## src/verilog/cos_pkg.sv

```systemverilog
// Constants and carrier types for the isolated input port with change-of-state interrupt.
// Assumes an Avalon-MM master whose byte address carries the host I/O address in its low ten bits.
package cos_pkg;

    // Bus widths.
    localparam int AV_ADDR_W = 11;
    localparam int DATA_W    = 8;
    localparam int GROUPS    = 3;
    localparam int GROUP_W   = 16;
    localparam int INPUTS    = 48;

    // Address split: bit 10 picks the local extension block, bits 9..3 hold the card base.
    localparam int EXT_BIT   = 10;
    localparam int BASE_HI   = 9;
    localparam int BASE_LO   = 3;

    // Byte offsets inside the eight-byte input block.
    localparam logic [2:0] OFF_P0_LO  = 3'h0;
    localparam logic [2:0] OFF_P0_HI  = 3'h1;
    localparam logic [2:0] OFF_P1_LO  = 3'h2;
    localparam logic [2:0] OFF_UNUSED3 = 3'h3;
    localparam logic [2:0] OFF_P1_HI  = 3'h4;
    localparam logic [2:0] OFF_P2_LO  = 3'h5;
    localparam logic [2:0] OFF_RESUME = 3'h5;
    localparam logic [2:0] OFF_P2_HI  = 3'h6;
    localparam logic [2:0] OFF_UNUSED7 = 3'h7;

    // Offsets inside the extension block (address bit 10 set, bits 9..3 zero).
    localparam logic [2:0] EXT_STATUS = 3'h0;
    localparam logic [2:0] EXT_MASK   = 3'h1;
    localparam logic [2:0] EXT_CTRL   = 3'h2;

    // Reset values.
    localparam logic [GROUPS-1:0] STATUS_RST = 3'h0;
    localparam logic [GROUPS-1:0] MASK_RST   = 3'h7;
    localparam logic              DETECT_RST = 1'b1;
    localparam logic [DATA_W-1:0] UNMAPPED_DATA = 8'h00;

    // Host interrupt lines that the jumper may select: 2..7, 10..12, 14..15.
    localparam logic [15:0] IRQ_LEGAL = 16'hDCFC;

    // One bus request from the Avalon master.
    typedef struct packed {
        logic                 read;
        logic                 write;
        logic [AV_ADDR_W-1:0] address;
        logic [DATA_W-1:0]    writedata;
    } av_req_t;

endpackage

```

## src/verilog/isolated_input_port_cos_irq.sv

```systemverilog
// Isolated 48-input port with latched change-of-state interrupt, reached over Avalon-MM.
// Assumes field inputs and switch straps are steady levels; the bus master follows Avalon waitrequest rules.
//
// What this block does
// RL1 - Inputs are sampled in three 16-bit groups, and unfitted groups of smaller builds read as zero.
// RL2 - A change on any enabled input latches an interrupt request that stays high until cleared.
// RL3 - Without the interrupt option fitted no interrupt request is ever raised.
// RL4 - Mode switch 0 enables change detection on channels 0-15, switch 1 on 16-31, switch 2 on 32-47.
// RL5 - A mode switch ON includes its group in interrupt generation and OFF excludes it.
// RL6 - The remaining two mode switches have no effect.
// RL7 - The request goes out on exactly one host interrupt line chosen by jumper among 2-7, 10-12 and 14-15.
// RL8 - The card answers a contiguous block of eight byte addresses starting at its base.
// RL9 - The host places the base within 100-3F0 hex, clear of 1F0-1F8 and of any other function.
// RL10 - Address lines 9 down to 3 are compared with seven base switches and a full match selects the card.
// RL11 - A base switch ON matches a 0 on its address line and OFF matches a 1.
// RL12 - Address lines 2 to 0 choose the byte within the block.
// RL13 - Offsets 0,1 give port 0 low/high, 2 and 4 give port 1 low/high, 5 and 6 port 2, and 3 and 7 are unused.
// RL14 - Any read of the block clears the pending interrupt and suspends change detection.
// RL15 - A write to offset 5 resumes change detection, which the host issues after reading inputs.
// RL16 - The data bus is driven only in a decoded read, and writes to any other offset are ignored.
// RL17 - Inputs are synchronised and each enabled input is compared with its previous sample every cycle.

`timescale 1ns/10ps

module isolated_input_port_cos_irq (
    input  wire logic                            core_clk,
    input  wire logic                            resetn,
    input  wire cos_pkg::av_req_t                av_req,
    output logic     [cos_pkg::DATA_W-1:0]       av_readdata,
    output logic                                 av_waitrequest,
    output logic                                 data_drive,
    output logic                                 irq,
    input  wire logic [6:0]                      base_match_switches,
    input  wire logic [4:0]                      mode_switches,
    input  wire logic [cos_pkg::GROUPS-1:0]      group_fitted,
    input  wire logic                            cos_option_fitted,
    input  wire logic [3:0]                      irq_jumper,
    input  wire logic [cos_pkg::INPUTS-1:0]      field_inputs,
    output logic     [15:0]                      host_irq
);
    import cos_pkg::*;

    // All state of the block in one record.
    typedef struct packed {
        logic                 ack;
        logic [DATA_W-1:0]    rdata;
        logic [INPUTS-1:0]    sync1;
        logic [INPUTS-1:0]    sync2;
        logic [INPUTS-1:0]    prev;
        logic                 primed;
        logic                 detect_en;
        logic [GROUPS-1:0]    cos_status;
        logic [GROUPS-1:0]    mask;
        logic                 irq_req;
    } state_t;

    localparam state_t STATE_RST = '{
        ack:        1'b0,
        rdata:      UNMAPPED_DATA,
        sync1:      '0,
        sync2:      '0,
        prev:       '0,
        primed:     1'b0,
        detect_en:  DETECT_RST,
        cos_status: STATUS_RST,
        mask:       MASK_RST,
        irq_req:    1'b0
    };

    state_t state_reg;
    state_t state_next;

    // Negative-true base compare: a switch ON (1) must see a 0 on its line.
    function automatic logic base_hit(input logic [BASE_HI-BASE_LO:0] lines,
                                      input logic [BASE_HI-BASE_LO:0] switches);
        base_hit = (lines == ~switches); // RL10 RL11
    endfunction

    // Byte of a fitted group taken from the synchronised inputs; unfitted groups read zero.
    function automatic logic [DATA_W-1:0] group_byte(input logic [INPUTS-1:0]  bits,
                                                     input logic [GROUPS-1:0]  fitted,
                                                     input int unsigned        grp,
                                                     input logic               high);
        logic [GROUP_W-1:0] word;
        word = '0;
        if (fitted[grp]) begin
            word = bits[grp*GROUP_W +: GROUP_W]; // RL1
        end
        group_byte = high ? word[GROUP_W-1:DATA_W] : word[DATA_W-1:0];
    endfunction

    logic              req_any;
    logic              take;
    logic              accept;
    logic              io_hit;
    logic              ext_hit;
    logic [2:0]        offset;
    logic [DATA_W-1:0] read_value;
    logic [GROUPS-1:0] group_active;
    logic [GROUPS-1:0] group_change;
    logic [GROUPS-1:0] status_clear;

    // Bus decode: a request is taken in its first cycle and answered one cycle later.
    always_comb begin
        req_any = av_req.read | av_req.write;
        take    = req_any & ~state_reg.ack;
        accept  = req_any & state_reg.ack;
        offset  = av_req.address[BASE_LO-1:0]; // RL12
        io_hit  = ~av_req.address[EXT_BIT]
                  & base_hit(av_req.address[BASE_HI:BASE_LO], base_match_switches); // RL8 RL10
        ext_hit = av_req.address[EXT_BIT] & (av_req.address[BASE_HI:BASE_LO] == 7'h00);
    end

    // Read value for the addressed byte; unused and unmapped offsets read zero.
    always_comb begin
        read_value = UNMAPPED_DATA;
        if (io_hit) begin
            unique case (offset)
                OFF_P0_LO:   read_value = group_byte(state_reg.sync2, group_fitted, 0, 1'b0); // RL13
                OFF_P0_HI:   read_value = group_byte(state_reg.sync2, group_fitted, 0, 1'b1); // RL13
                OFF_P1_LO:   read_value = group_byte(state_reg.sync2, group_fitted, 1, 1'b0); // RL13
                OFF_P1_HI:   read_value = group_byte(state_reg.sync2, group_fitted, 1, 1'b1); // RL13
                OFF_P2_LO:   read_value = group_byte(state_reg.sync2, group_fitted, 2, 1'b0); // RL13
                OFF_P2_HI:   read_value = group_byte(state_reg.sync2, group_fitted, 2, 1'b1); // RL13
                OFF_UNUSED3: read_value = UNMAPPED_DATA; // RL13
                OFF_UNUSED7: read_value = UNMAPPED_DATA; // RL13
            endcase
        end else if (ext_hit) begin
            if (offset == EXT_STATUS) begin
                read_value = {5'h00, state_reg.cos_status};
            end else if (offset == EXT_MASK) begin
                read_value = {5'h00, state_reg.mask};
            end else if (offset == EXT_CTRL) begin
                read_value = {7'h00, state_reg.detect_en};
            end
        end
    end

    // Change detection per group, gated by option, mode switch, fitting and the suspend flag.
    always_comb begin
        for (int g = 0; g < GROUPS; g++) begin
            group_active[g] = cos_option_fitted // RL3
                              & mode_switches[g] // RL4 RL5
                              & group_fitted[g]
                              & state_reg.detect_en
                              & state_reg.primed;
            group_change[g] = group_active[g]
                              & (|(state_reg.sync2[g*GROUP_W +: GROUP_W]
                                   ^ state_reg.prev[g*GROUP_W +: GROUP_W])); // RL17
        end
    end

    // Status clear: any read of the input block, or a read of the status register.
    always_comb begin
        status_clear = '0;
        if (accept & av_req.read & io_hit) begin
            status_clear = '1; // RL14
        end else if (accept & av_req.read & ext_hit & (offset == EXT_STATUS)) begin
            status_clear = '1;
        end
    end

    // Next state; mode switches 3 and 4 are never looked at.
    always_comb begin
        state_next = state_reg; // RL6
        state_next.ack = take;
        if (take) begin
            state_next.rdata = read_value;
        end

        // Two-stage synchroniser, then the previous-sample register.
        state_next.sync1  = field_inputs; // RL17
        state_next.sync2  = state_reg.sync1;
        state_next.prev   = state_reg.sync2;
        state_next.primed = 1'b1;

        // Set wins over clear so a change in the clearing cycle is not lost.
        state_next.cos_status = (state_reg.cos_status & ~status_clear) | group_change; // RL2

        // Suspend on any block read, resume on a write to the resume offset.
        if (accept & av_req.read & io_hit) begin
            state_next.detect_en = 1'b0; // RL14
        end else if (accept & av_req.write & io_hit & (offset == OFF_RESUME)) begin
            state_next.detect_en = 1'b1; // RL15
        end

        // Only the mask register takes write data; apart from the resume write above, all other writes are dropped.
        if (accept & av_req.write & ext_hit & (offset == EXT_MASK)) begin
            state_next.mask = av_req.writedata[GROUPS-1:0]; // RL16
        end

        // Latched request follows unmasked status.
        state_next.irq_req = cos_option_fitted
                             & (|(state_next.cos_status & state_next.mask)); // RL2 RL3
    end

    // State register.
    always_ff @(posedge core_clk or negedge resetn) begin
        if (!resetn) begin
            state_reg <= STATE_RST;
        end else begin
            state_reg <= state_next;
        end
    end

    // Bus answer and interrupt outputs.
    always_comb begin
        av_waitrequest = req_any & ~state_reg.ack;
        av_readdata    = state_reg.rdata;
        data_drive     = state_reg.ack & av_req.read & io_hit; // RL16
        irq            = state_reg.irq_req;
        host_irq       = '0;
        if (state_reg.irq_req & IRQ_LEGAL[irq_jumper]) begin
            host_irq[irq_jumper] = 1'b1; // RL7
        end
    end

endmodule // isolated_input_port_cos_irq

```

## config.mk

```make
export PLATFORM = sky130hd
export DESIGN_NAME = isolated_input_port_cos_irq
export DESIGN_NICKNAME = d
export VERILOG_FILES = /design/src/verilog/cos_pkg.sv /design/src/verilog/isolated_input_port_cos_irq.sv
export SDC_FILE = /design/constraint.sdc
export NUM_CORES = 1
export LEC_CHECK = 0
export BUFFER_PORTS_ARGS = -buffer_cell sky130_fd_sc_hd__buf_4
export CAP_MARGIN = 10
export CORE_MARGIN = 3
export CORE_UTILIZATION = 40
export CTS_CLUSTER_SIZE = 14
export DETAILED_ROUTE_END_ITERATION = 10
export PLACE_DENSITY = 0.6
export SLEW_MARGIN = 30
export SYNTH_ARGS = -nofsm -noshare
export SYNTH_HDL_FRONTEND = slang
export SYNTH_SLANG_ARGS = --single-unit
```

## constraint.sdc

```tcl
create_clock -name core_clk -period 2.5 [get_ports core_clk]
set_input_delay 0.125 -clock core_clk [delete_from_list [all_inputs] [get_ports core_clk]]
set_output_delay 0.125 -clock core_clk [all_outputs]
set_load 0.02 [all_outputs]
```

; ---- Yosys cells after proc, flatten, opt, wreduce, memory -nomap -nowiden
; Memories as Yosys holds them, arrays and structs flattened.
; Cells that the tools add are included.
[totals]
romBits = 16
out_inout_bits = 27
in_bits = 91
register_bits = 162
n_memories = 1
[classes]
n_bitwise = 43
mux = 18
reduce_logical = 9
order_cmp = 2
eq_ne = 8
[memory_table]
columns = memory, words, word_bits, rd, rd_clocked_by_memory_dff, wr, line
row1 = (name not given), 16, 1, 1, 0, 0, isolated_input_port_cos_irq.sv:213  ; if (state_reg.irq_req & IRQ_LEGAL[irq_jumper]) begin
[ops]
columns = op, count
row1 = $mux W16, 4
row2 = $pmux W8 S7, 1
row3 = $reduce_or A16 Y1, 3
row4 = $xor A16 B16 Y16, 3
row5 = $and A1 B1 Y1, 32
row6 = $mux W3, 6
row7 = $eq A3 B3 Y1 const B, 4
row8 = $mux W8, 1
row9 = $eq A7 B7 Y1, 1
row10 = $logic_not A7 Y1, 1
row11 = $not A7 Y7, 1
row12 = $and A3 B3 Y3, 2
row13 = $eq A3 B2 Y1 const B, 2
row14 = $lt A4 B5 Y1 const B, 1
row15 = $mux W1, 5
row16 = $demux W1 S4, 1
row17 = $ge A4 B1 Y1 const B, 1
row18 = $eq A3 B1 Y1 const B, 1
row19 = $logic_not A3 Y1, 1
row20 = $not A3 Y3, 1
row21 = $or A3 B3 Y3, 1
row22 = $reduce_or A3 Y1, 1
row23 = $not A1 Y1, 2
row24 = $reduce_bool A2 Y1, 1
row25 = 3 further kinds, 3

; ---- Longest topological paths before layout
; Gate-level depths: netlist of run 1.
[depth]
depth_word = 13
depth_mapped = 7

; ---- Least setup slack after synthesis of run 1
; No wires, ideal clock.
[synth_path]
path_kind = input to register
start = input av_req[14] in the netlist's numbering
end = register state_reg, in the netlist irq
path_buffers = 0
setup_time_ns = 0.126
t_arrival_ns = 1.550
setup_slack_ns = 0.824
cell_stages = 6
cell_sequence = nor4_4 -> nand3_2 -> nor2_1 -> mux2_2 -> and2_1 -> a221o_1
[synth_lines]
columns = item, line
row1 = "start, declared", isolated_input_port_cos_irq.sv:28  ; input wire cos_pkg::av_req_t av_req,
row2 = "end signal, assigned", isolated_input_port_cos_irq.sv:202  ; state_reg <= state_next;
row3 = "end, declared", isolated_input_port_cos_irq.sv:70  ; state_t state_reg;

==> metrics.txt, run 1 <==
status=finished clean; Worst Setup End Kind=flop; CTS Buffer Depth=2; max cap viols=0; sequential area share after synthesis=72.3%; Buffers on Ports=105; Max Freq=554 MHz; die extent in y=124 um; DRC=0; Tightest Hold Check Type=in2reg; met2 global-route usage=25.4%; top post-synthesis cells by area=dfrtp_1 (70%), xor2_1 (7.5%), a22oi_1 (2.1%); DIE AREA=between 15000 and 20000 um2; M3 GR Usage=around 5.8%; normalized max-slew margin=between 50% and 60%; P&R area growth vs syn=37.0%; Syn Area/Cell=around 15 um2; CP endpoint=irq$_DFF_PN0_; hold path depth=3; H-tree depth=4; WL final=roughly 11 mm; grt ovf=0; Core Rows=42; Die Span X=124 um; pre-CTS setup slack=0.551 ns; Final Cycle Share=72.2%; ANT cells=0; clock sink count=162; leakage=3.45 nW; number of enable flip-flop cells after synthesis=0; Worst Tran Pin Value=0.655 ns; Total Power=5.86 mW; Worst Setup SP=state_next[54]$_DFF_PN0_; Netlist cell types=43; placed cell area=6550 um2; Clk Latency, worst-skew pair=0.41 ns; hpwl dp=7.84 mm; worst-case reg-to-reg path depth=6; Yosys top cell area share=around 70%; Final setup viols=0; FF+latch area=4060 um2; CTS root buf=clkbuf_16; share of layout cells above drive strength 1=28.7%; TritonCTS clock tree=built; # Post-CTS Setup Buffers=0; TritonRoute pass-1 iters=4; cells after synthesis=between 300 and 400; launch point of the worst reg-to-reg path=state_next[54]$_DFF_PN0_; core area=between 10000 and 15000 um2; Final Hold Vio Count=0; Setup TNS=0 ns; via count=3427; first-pass GRT wire length=18.6 mm; Crit Path Category=reg2reg; commonest non-fill, non-tap cells in the layout=dfrtp_1 (158), buf_4 (106), dlygate4sd3_1 (53); largest net degree at the start of global routing=63; maximum fanout along the worst path=3; worst setup margin=0.694 ns; most common cell after layout, fill and taps aside=dfrtp_1; flop2flop setup slack=0.69 ns; GRT busiest layer=met2; Critical Path Start Type=flop; Overall Global Routing Usage=approximately 15%; Layout Nets=636; multi-input logic area=1430 um2; PD cells=between 700 and 800 nW/um2; antenna violations before repair=0; Routed wire per std cell=~15 um; r2r endpoint=irq$_DFF_PN0_; cts repair resizes=0; routability cong.=0.897; worst path required time=2.80 ns; Initial Util=41.6%; Top-Level Pins=118; total CTS buffers=17; # fillers=1094; Final Cell Area=7690 um2; vias in the first global route=3644; max-slew violation count=0; Post-Syn Area=5620 um2; maximum vdd drop=0.000639 V; asr flop ratio synth=100%; largest area contributor in the netlist=dfrtp_1; worst path arrival time=2.11 ns; max reg flops=96; GR Util met1=18.7%; clock period minus worst slack=1.81 ns; RSZ-0062 raised after global routing=false; synthesized flop and latch total=approximately 160; synth warn=0; Final Skew=a little over 0.006 ns; violation count after the first detailed-route iteration=201; Primary FF master, synth=dfrtp_1; Final ANT Viol Nets=0; Worst-path clk slew=0.06 ns; Vias/cell=4.67
through the flow:
stage | hold slack [ns] | utilization, % | instances
2_1_floorplan | -0.171 | - | 387
3_3_place_gp | 0.0337 | 48.5 | 649
3_5_place_dp | 0.0402 | 48.5 | 649
4_1_cts | 0.00206 | 56.9 | 734
5_1_grt | 0.0327 | 56.9 | 734
6_report | 0.0382 | 56.9 | 734
logic make-up (layout without fill, tap and decap cells):
| family | count (synthesis) | in the layout | synth area share (%) |
|---|---|---|---|
| flip-flops | 162 | 162 | 72.3 |
| AND/OR/NAND/NOR | 73 | 73 | 7.55 |
| XOR/XNOR | 55 | 55 | 8.58 |
| AO/OA/AOI/OAI | 52 | 52 | 6.28 |
| buffers and inverters | 26 | 197 | 2.63 |
| multiplexers | 13 | 13 | 2.54 |
| other | 2 | 6 | 0.134 |
worst max-delay path: stages, from the launching register on:
cell,delay (ns)
dfrtp_1,0.42
xor2_1,0.18
nor4_1,0.33
nand4_1,0.19
nand4_1,0.15
o21ai_1,0.11
a221o_1,0.32
how the worst min path moves through the flow:
stage,end,slack (ns),startpoint
after floorplan,av_readdata[0]$_DFFE_PN0P_,-0.17,resetn
after global placement,state_reg[39]$_DFF_PN0_,0.03,resetn
after detailed placement,state_next[73]$_DFF_PN0_,0.04,resetn
after CTS,state_reg[4]$_DFF_PN0_,0.002,mode_switches[0]
after global routing,state_reg[4]$_DFF_PN0_,0.03,mode_switches[0]
final,state_reg[4]$_DFF_PN0_,0.04,mode_switches[0]
metal layers:
metal	wire length (um)	vias to the layer above
met5	0	-
met3	660	18
li1	-	1630
met1	4870	1669
met2	5490	110
met4	164	0
synth_stat cells, types with 2 or more instances:
cell type / n
dfrtp_1: 158
xor2_1: 48
nand2_1: 17
a22oi_1: 16
nor4_1: 14
buf_4: 13
nor2_1: 12
mux2_2: 10
a21oi_1: 9
o22ai_1: 8
xnor2_1: 7
clkbuf_1: 6
nand4_1: 6
o21ai_1: 5
o31ai_1: 5
dfstp_2: 4
inv_1: 4
nor2b_1: 4
nor3_1: 4
mux2i_1: 3
and2_1: 2
buf_1: 2
conb_1: 2
nand2b_1: 2
nand3_1: 2
nor3b_1: 2
o22a_1: 2
layout make-up:
cell class	count	share of cell area, %
Multi-Input combinational cell	199	18.6
Timing Repair Buffer	161	17.7
Tap cell	176	2.86
Sequential cell	162	52.8
Clock inverter	12	2.02
Inverter	4	0.195
Clock buffer	20	5.94
power breakdown:
part | internal (mW) | total [mW] | switching [mW] | leakage, nW
clock network | 1.63 | 2.62 | 0.991 | 0.290
registers | 2.75 | 2.82 | 0.0720 | 1.90
logic | 0.224 | 0.419 | 0.194 | 1.26
total | 4.60 | 5.86 | 1.26 | 3.45
repair_timing:
item	4_1_cts	5_1_grt
hold endpoints to repair	173	0
setup endpoints to repair	0	0
hold buffers	53	0
(Power assumes the default switching activity.)
==> run 2: changes to the inputs <==
--- a/config.mk
+++ b/config.mk
@@ -11,7 +11,7 @@
 export CORE_UTILIZATION = 40
 export CTS_CLUSTER_SIZE = 14
 export DETAILED_ROUTE_END_ITERATION = 10
-export PLACE_DENSITY = 0.6
+export PLACE_DENSITY = 0.63
 export SLEW_MARGIN = 30
 export SYNTH_ARGS = -nofsm -noshare
 export SYNTH_HDL_FRONTEND = slang
==> constraint.sdc (replaced) <==
create_clock -name core_clk -period 1.5 [get_ports core_clk]
set_input_delay 0.075 -clock core_clk [delete_from_list [all_inputs] [get_ports core_clk]]
set_output_delay 0.075 -clock core_clk [all_outputs]
set_load 0.02 [all_outputs]
==> metrics.txt, run 2 (synthesis gave the netlist of run 1 again) <==
status=complete, but fails checks; failing checks=negative setup slack; worst path arrival time=1.98 ns (-0.13 ns); max reg flops=96 (unchanged); hold path startpoint=cos_option_fitted; Vias/cell=4.60 (-1.5%); Initial Util=41.6% (unchanged); routed wl met2=6.13 mm (+12%); Worst-path clk slew=0.06 ns (about the same); fin cells=809 (+10%); clock period minus worst slack=1.68 ns (-0.126 ns); logic gate share of total power=9.0% (+1.9 points); launch point of the worst reg-to-reg path=state_next[49]$_DFF_PN0_; Max Freq=595 MHz (+7.5%); first-pass GRT wire length=20.6 mm (+11%); Psw=2.11 mW (+68%); violation count after the first detailed-route iteration=234 (+16%); Crit Path Category=reg2reg; Buffers on Ports=105 (unchanged); r2r endpoint=irq$_DFF_PN0_; Highest Signal Layer=met4; Switching Share=21.2% (-0.25 points); Final ANT Viol Nets=0 (unchanged); RSZ-0062 raised after global routing=true; Final setup viols=5 (+5); PD cells=1180 nW/um2 (+55%); Crit path max-delay family=simple AND/OR/NAND/NOR gates; leakage=3.83 nW (+11%); Tightest Hold Check Type=in2reg; placed cell area=7070 um2 (+8.0%); vias in the first global route=4082 (+12%); # fillers=1012 (-7.5%); core area=13500 um2 (unchanged); antenna violations before repair=0 (unchanged); hpwl dp=8.69 mm (+11%); flop2flop setup slack=-0.18 ns (-0.87 ns); Die Span X=124 um (unchanged); Final Cycle Share=112% (+40 points); met3 routed wirelength=725 um (+9.8%); crit path buf inv count=0 (unchanged); largest net degree at the start of global routing=49 (-22%); worst setup margin=-0.180 ns (-0.874 ns); Layout Nets=711 (+12%); routability cong.=0.880 (-1.9%); Final Cell Area=8410 um2 (+9.4%); fin util=62.3% (+5.4 points); normalized max-slew margin=61.3% (+5.0 points); Max stage delay on crit path=0.41 ns (about the same); DIE AREA=15500 um2 (unchanged); worst path required time=1.80 ns (-1.00 ns); Clk Latency, worst-skew pair=0.42 ns (about the same); ANT cells=0 (unchanged); P_int=7.83 mW (+70%); maximum fanout along the worst path=2 (-1); placed cell count=715 (+10%); hold path depth=3 (unchanged); grt ovf=0 (unchanged); P&R area growth vs syn=49.8%; crit-path most repeated cell=nand4_1; Overall Global Routing Usage=17.0% (+1.6 points); max cap viols=0 (unchanged); TritonRoute pass-1 iters=4 (unchanged); CTS root buf=clkbuf_16; WL final=12.2 mm (+8.6%); clock sink count=162 (unchanged); Final Skew=0.00959 ns (+0.00352 ns); TritonCTS clock tree=built; CP max-delay cell=dfrtp_1; die extent in y=124 um (unchanged); Core Rows=42 (unchanged); clock share of power=43.8% (-0.9 points); share of layout cells above drive strength 1=39.2% (+11 points); Worst Hold Path EP=irq$_DFF_PN0_; pre-CTS setup slack=-0.246 ns (-0.797 ns); most common cell after layout, fill and taps aside=buf_4; Worst Tran Pin Value=0.580 ns (-0.0753 ns); maximum vdd drop=0.00103 V (+60%); Top-Level Pins=118 (unchanged); Final Hold Vio Count=0 (unchanged); via count=3719 (+8.5%); crit-path cells=xor2_1 > nor4_1 > nand4_1 > nand4_1 > o21ai_1 > a221o_1; Setup TNS=-0.270 ns (-0.270 ns); worst-case reg-to-reg path depth=6 (unchanged); CTS Buffer Depth=2 (unchanged); DRC=0 (unchanged); Flop pwr share=47.2% (-1.0 points); H-tree depth=4 (unchanged); met1 wire length=5.16 mm (+6.0%); Worst Setup End Kind=flop; Routed wire per std cell=15.0 um (-1.4%); max-slew violation count=0 (unchanged); commonest non-fill, non-tap cells in the layout=buf_4 (172), dfrtp_1 (158), dlygate4sd3_1 (58); Critical Path Start Type=flop; total CTS buffers=17 (unchanged)
-- run 2: layout make-up --
cell class              count  area, um2  share of cell area (%)
inverters                   4       15.0                   0.178
flip-flops and latches    162       4060                    48.2
multi-input cells         199       1560                    18.5
clock buffers              23        478                    5.68
clock inverters             9        129                    1.53
well taps                 176        220                    2.62
repair buffers            236       1960                    23.3
-- run 2: worst reg2reg max path, stage by stage, from the launching register on --
cell and delay [ns]:
dfrtp_1 0.41, xor2_1 0.15, nor4_1 0.31, nand4_1 0.19
nand4_1 0.13, o21ai_1 0.09, a221o_1 0.29
-- run 2: stage by stage --
| step | hold WS, ns | total power [mW] |
|---|---|---|
| 2_1_floorplan | -0.221 | 5.00 |
| 3_3_place_gp | 0.0410 | 5.49 |
| 3_5_place_dp | 0.0460 | 5.51 |
| 4_1_cts | 0.0115 | 10.0 |
| 5_1_grt | 0.0375 | 10.4 |
| 6_report | 0.0300 | 9.93 |
-- run 2: power by group through the flow --
stage | logic, mW | registers (mW) | clock network (mW)
floorplan | 0.258 | 4.74 | 0
global placement | 0.726 | 4.76 | 0
detailed placement | 0.742 | 4.77 | 0
CTS | 0.891 | 4.69 | 4.46
global route | 0.984 | 4.71 | 4.68
finish | 0.897 | 4.69 | 4.35
-- run 2: what timing repair did --
action                                  in CTS  in global routing
endpoints found under the hold margin      171                  0
buffers inserted                             4                  0
pin swaps                                   12                 14
endpoints found under the setup margin       7                 12
gates cloned                                 0                  0
hold buffers                                58                  0
gates resized for setup                     15                 12
-- run 2: per-layer routing --
metal / vias to the layer above / track usage, %
li1: 1774 / -
met2: 120 / 27.5
met3: 11 / 5.57
met4: 0 / 5.61
met1: 1814 / 21.6
met5: - / 0
-- run 2: worst max-delay path by stage --
stage | start | end | slack (ns) | cells after the start
final | state_next[49]$_DFF_PN0_ | irq$_DFF_PN0_ | -0.18 | 6
after global routing | state_reg[51]$_DFF_PN0_ | irq$_DFF_PN0_ | -0.25 | 6
after CTS | state_reg[51]$_DFF_PN0_ | irq$_DFF_PN0_ | -0.19 | 6
after detailed placement | state_next[41]$_DFF_PN0_ | irq$_DFF_PN0_ | -0.25 | 6
after global placement | state_next[41]$_DFF_PN0_ | irq$_DFF_PN0_ | -0.23 | 6
after floorplan | av_req[15] | irq$_DFF_PN0_ | -0.03 | 6
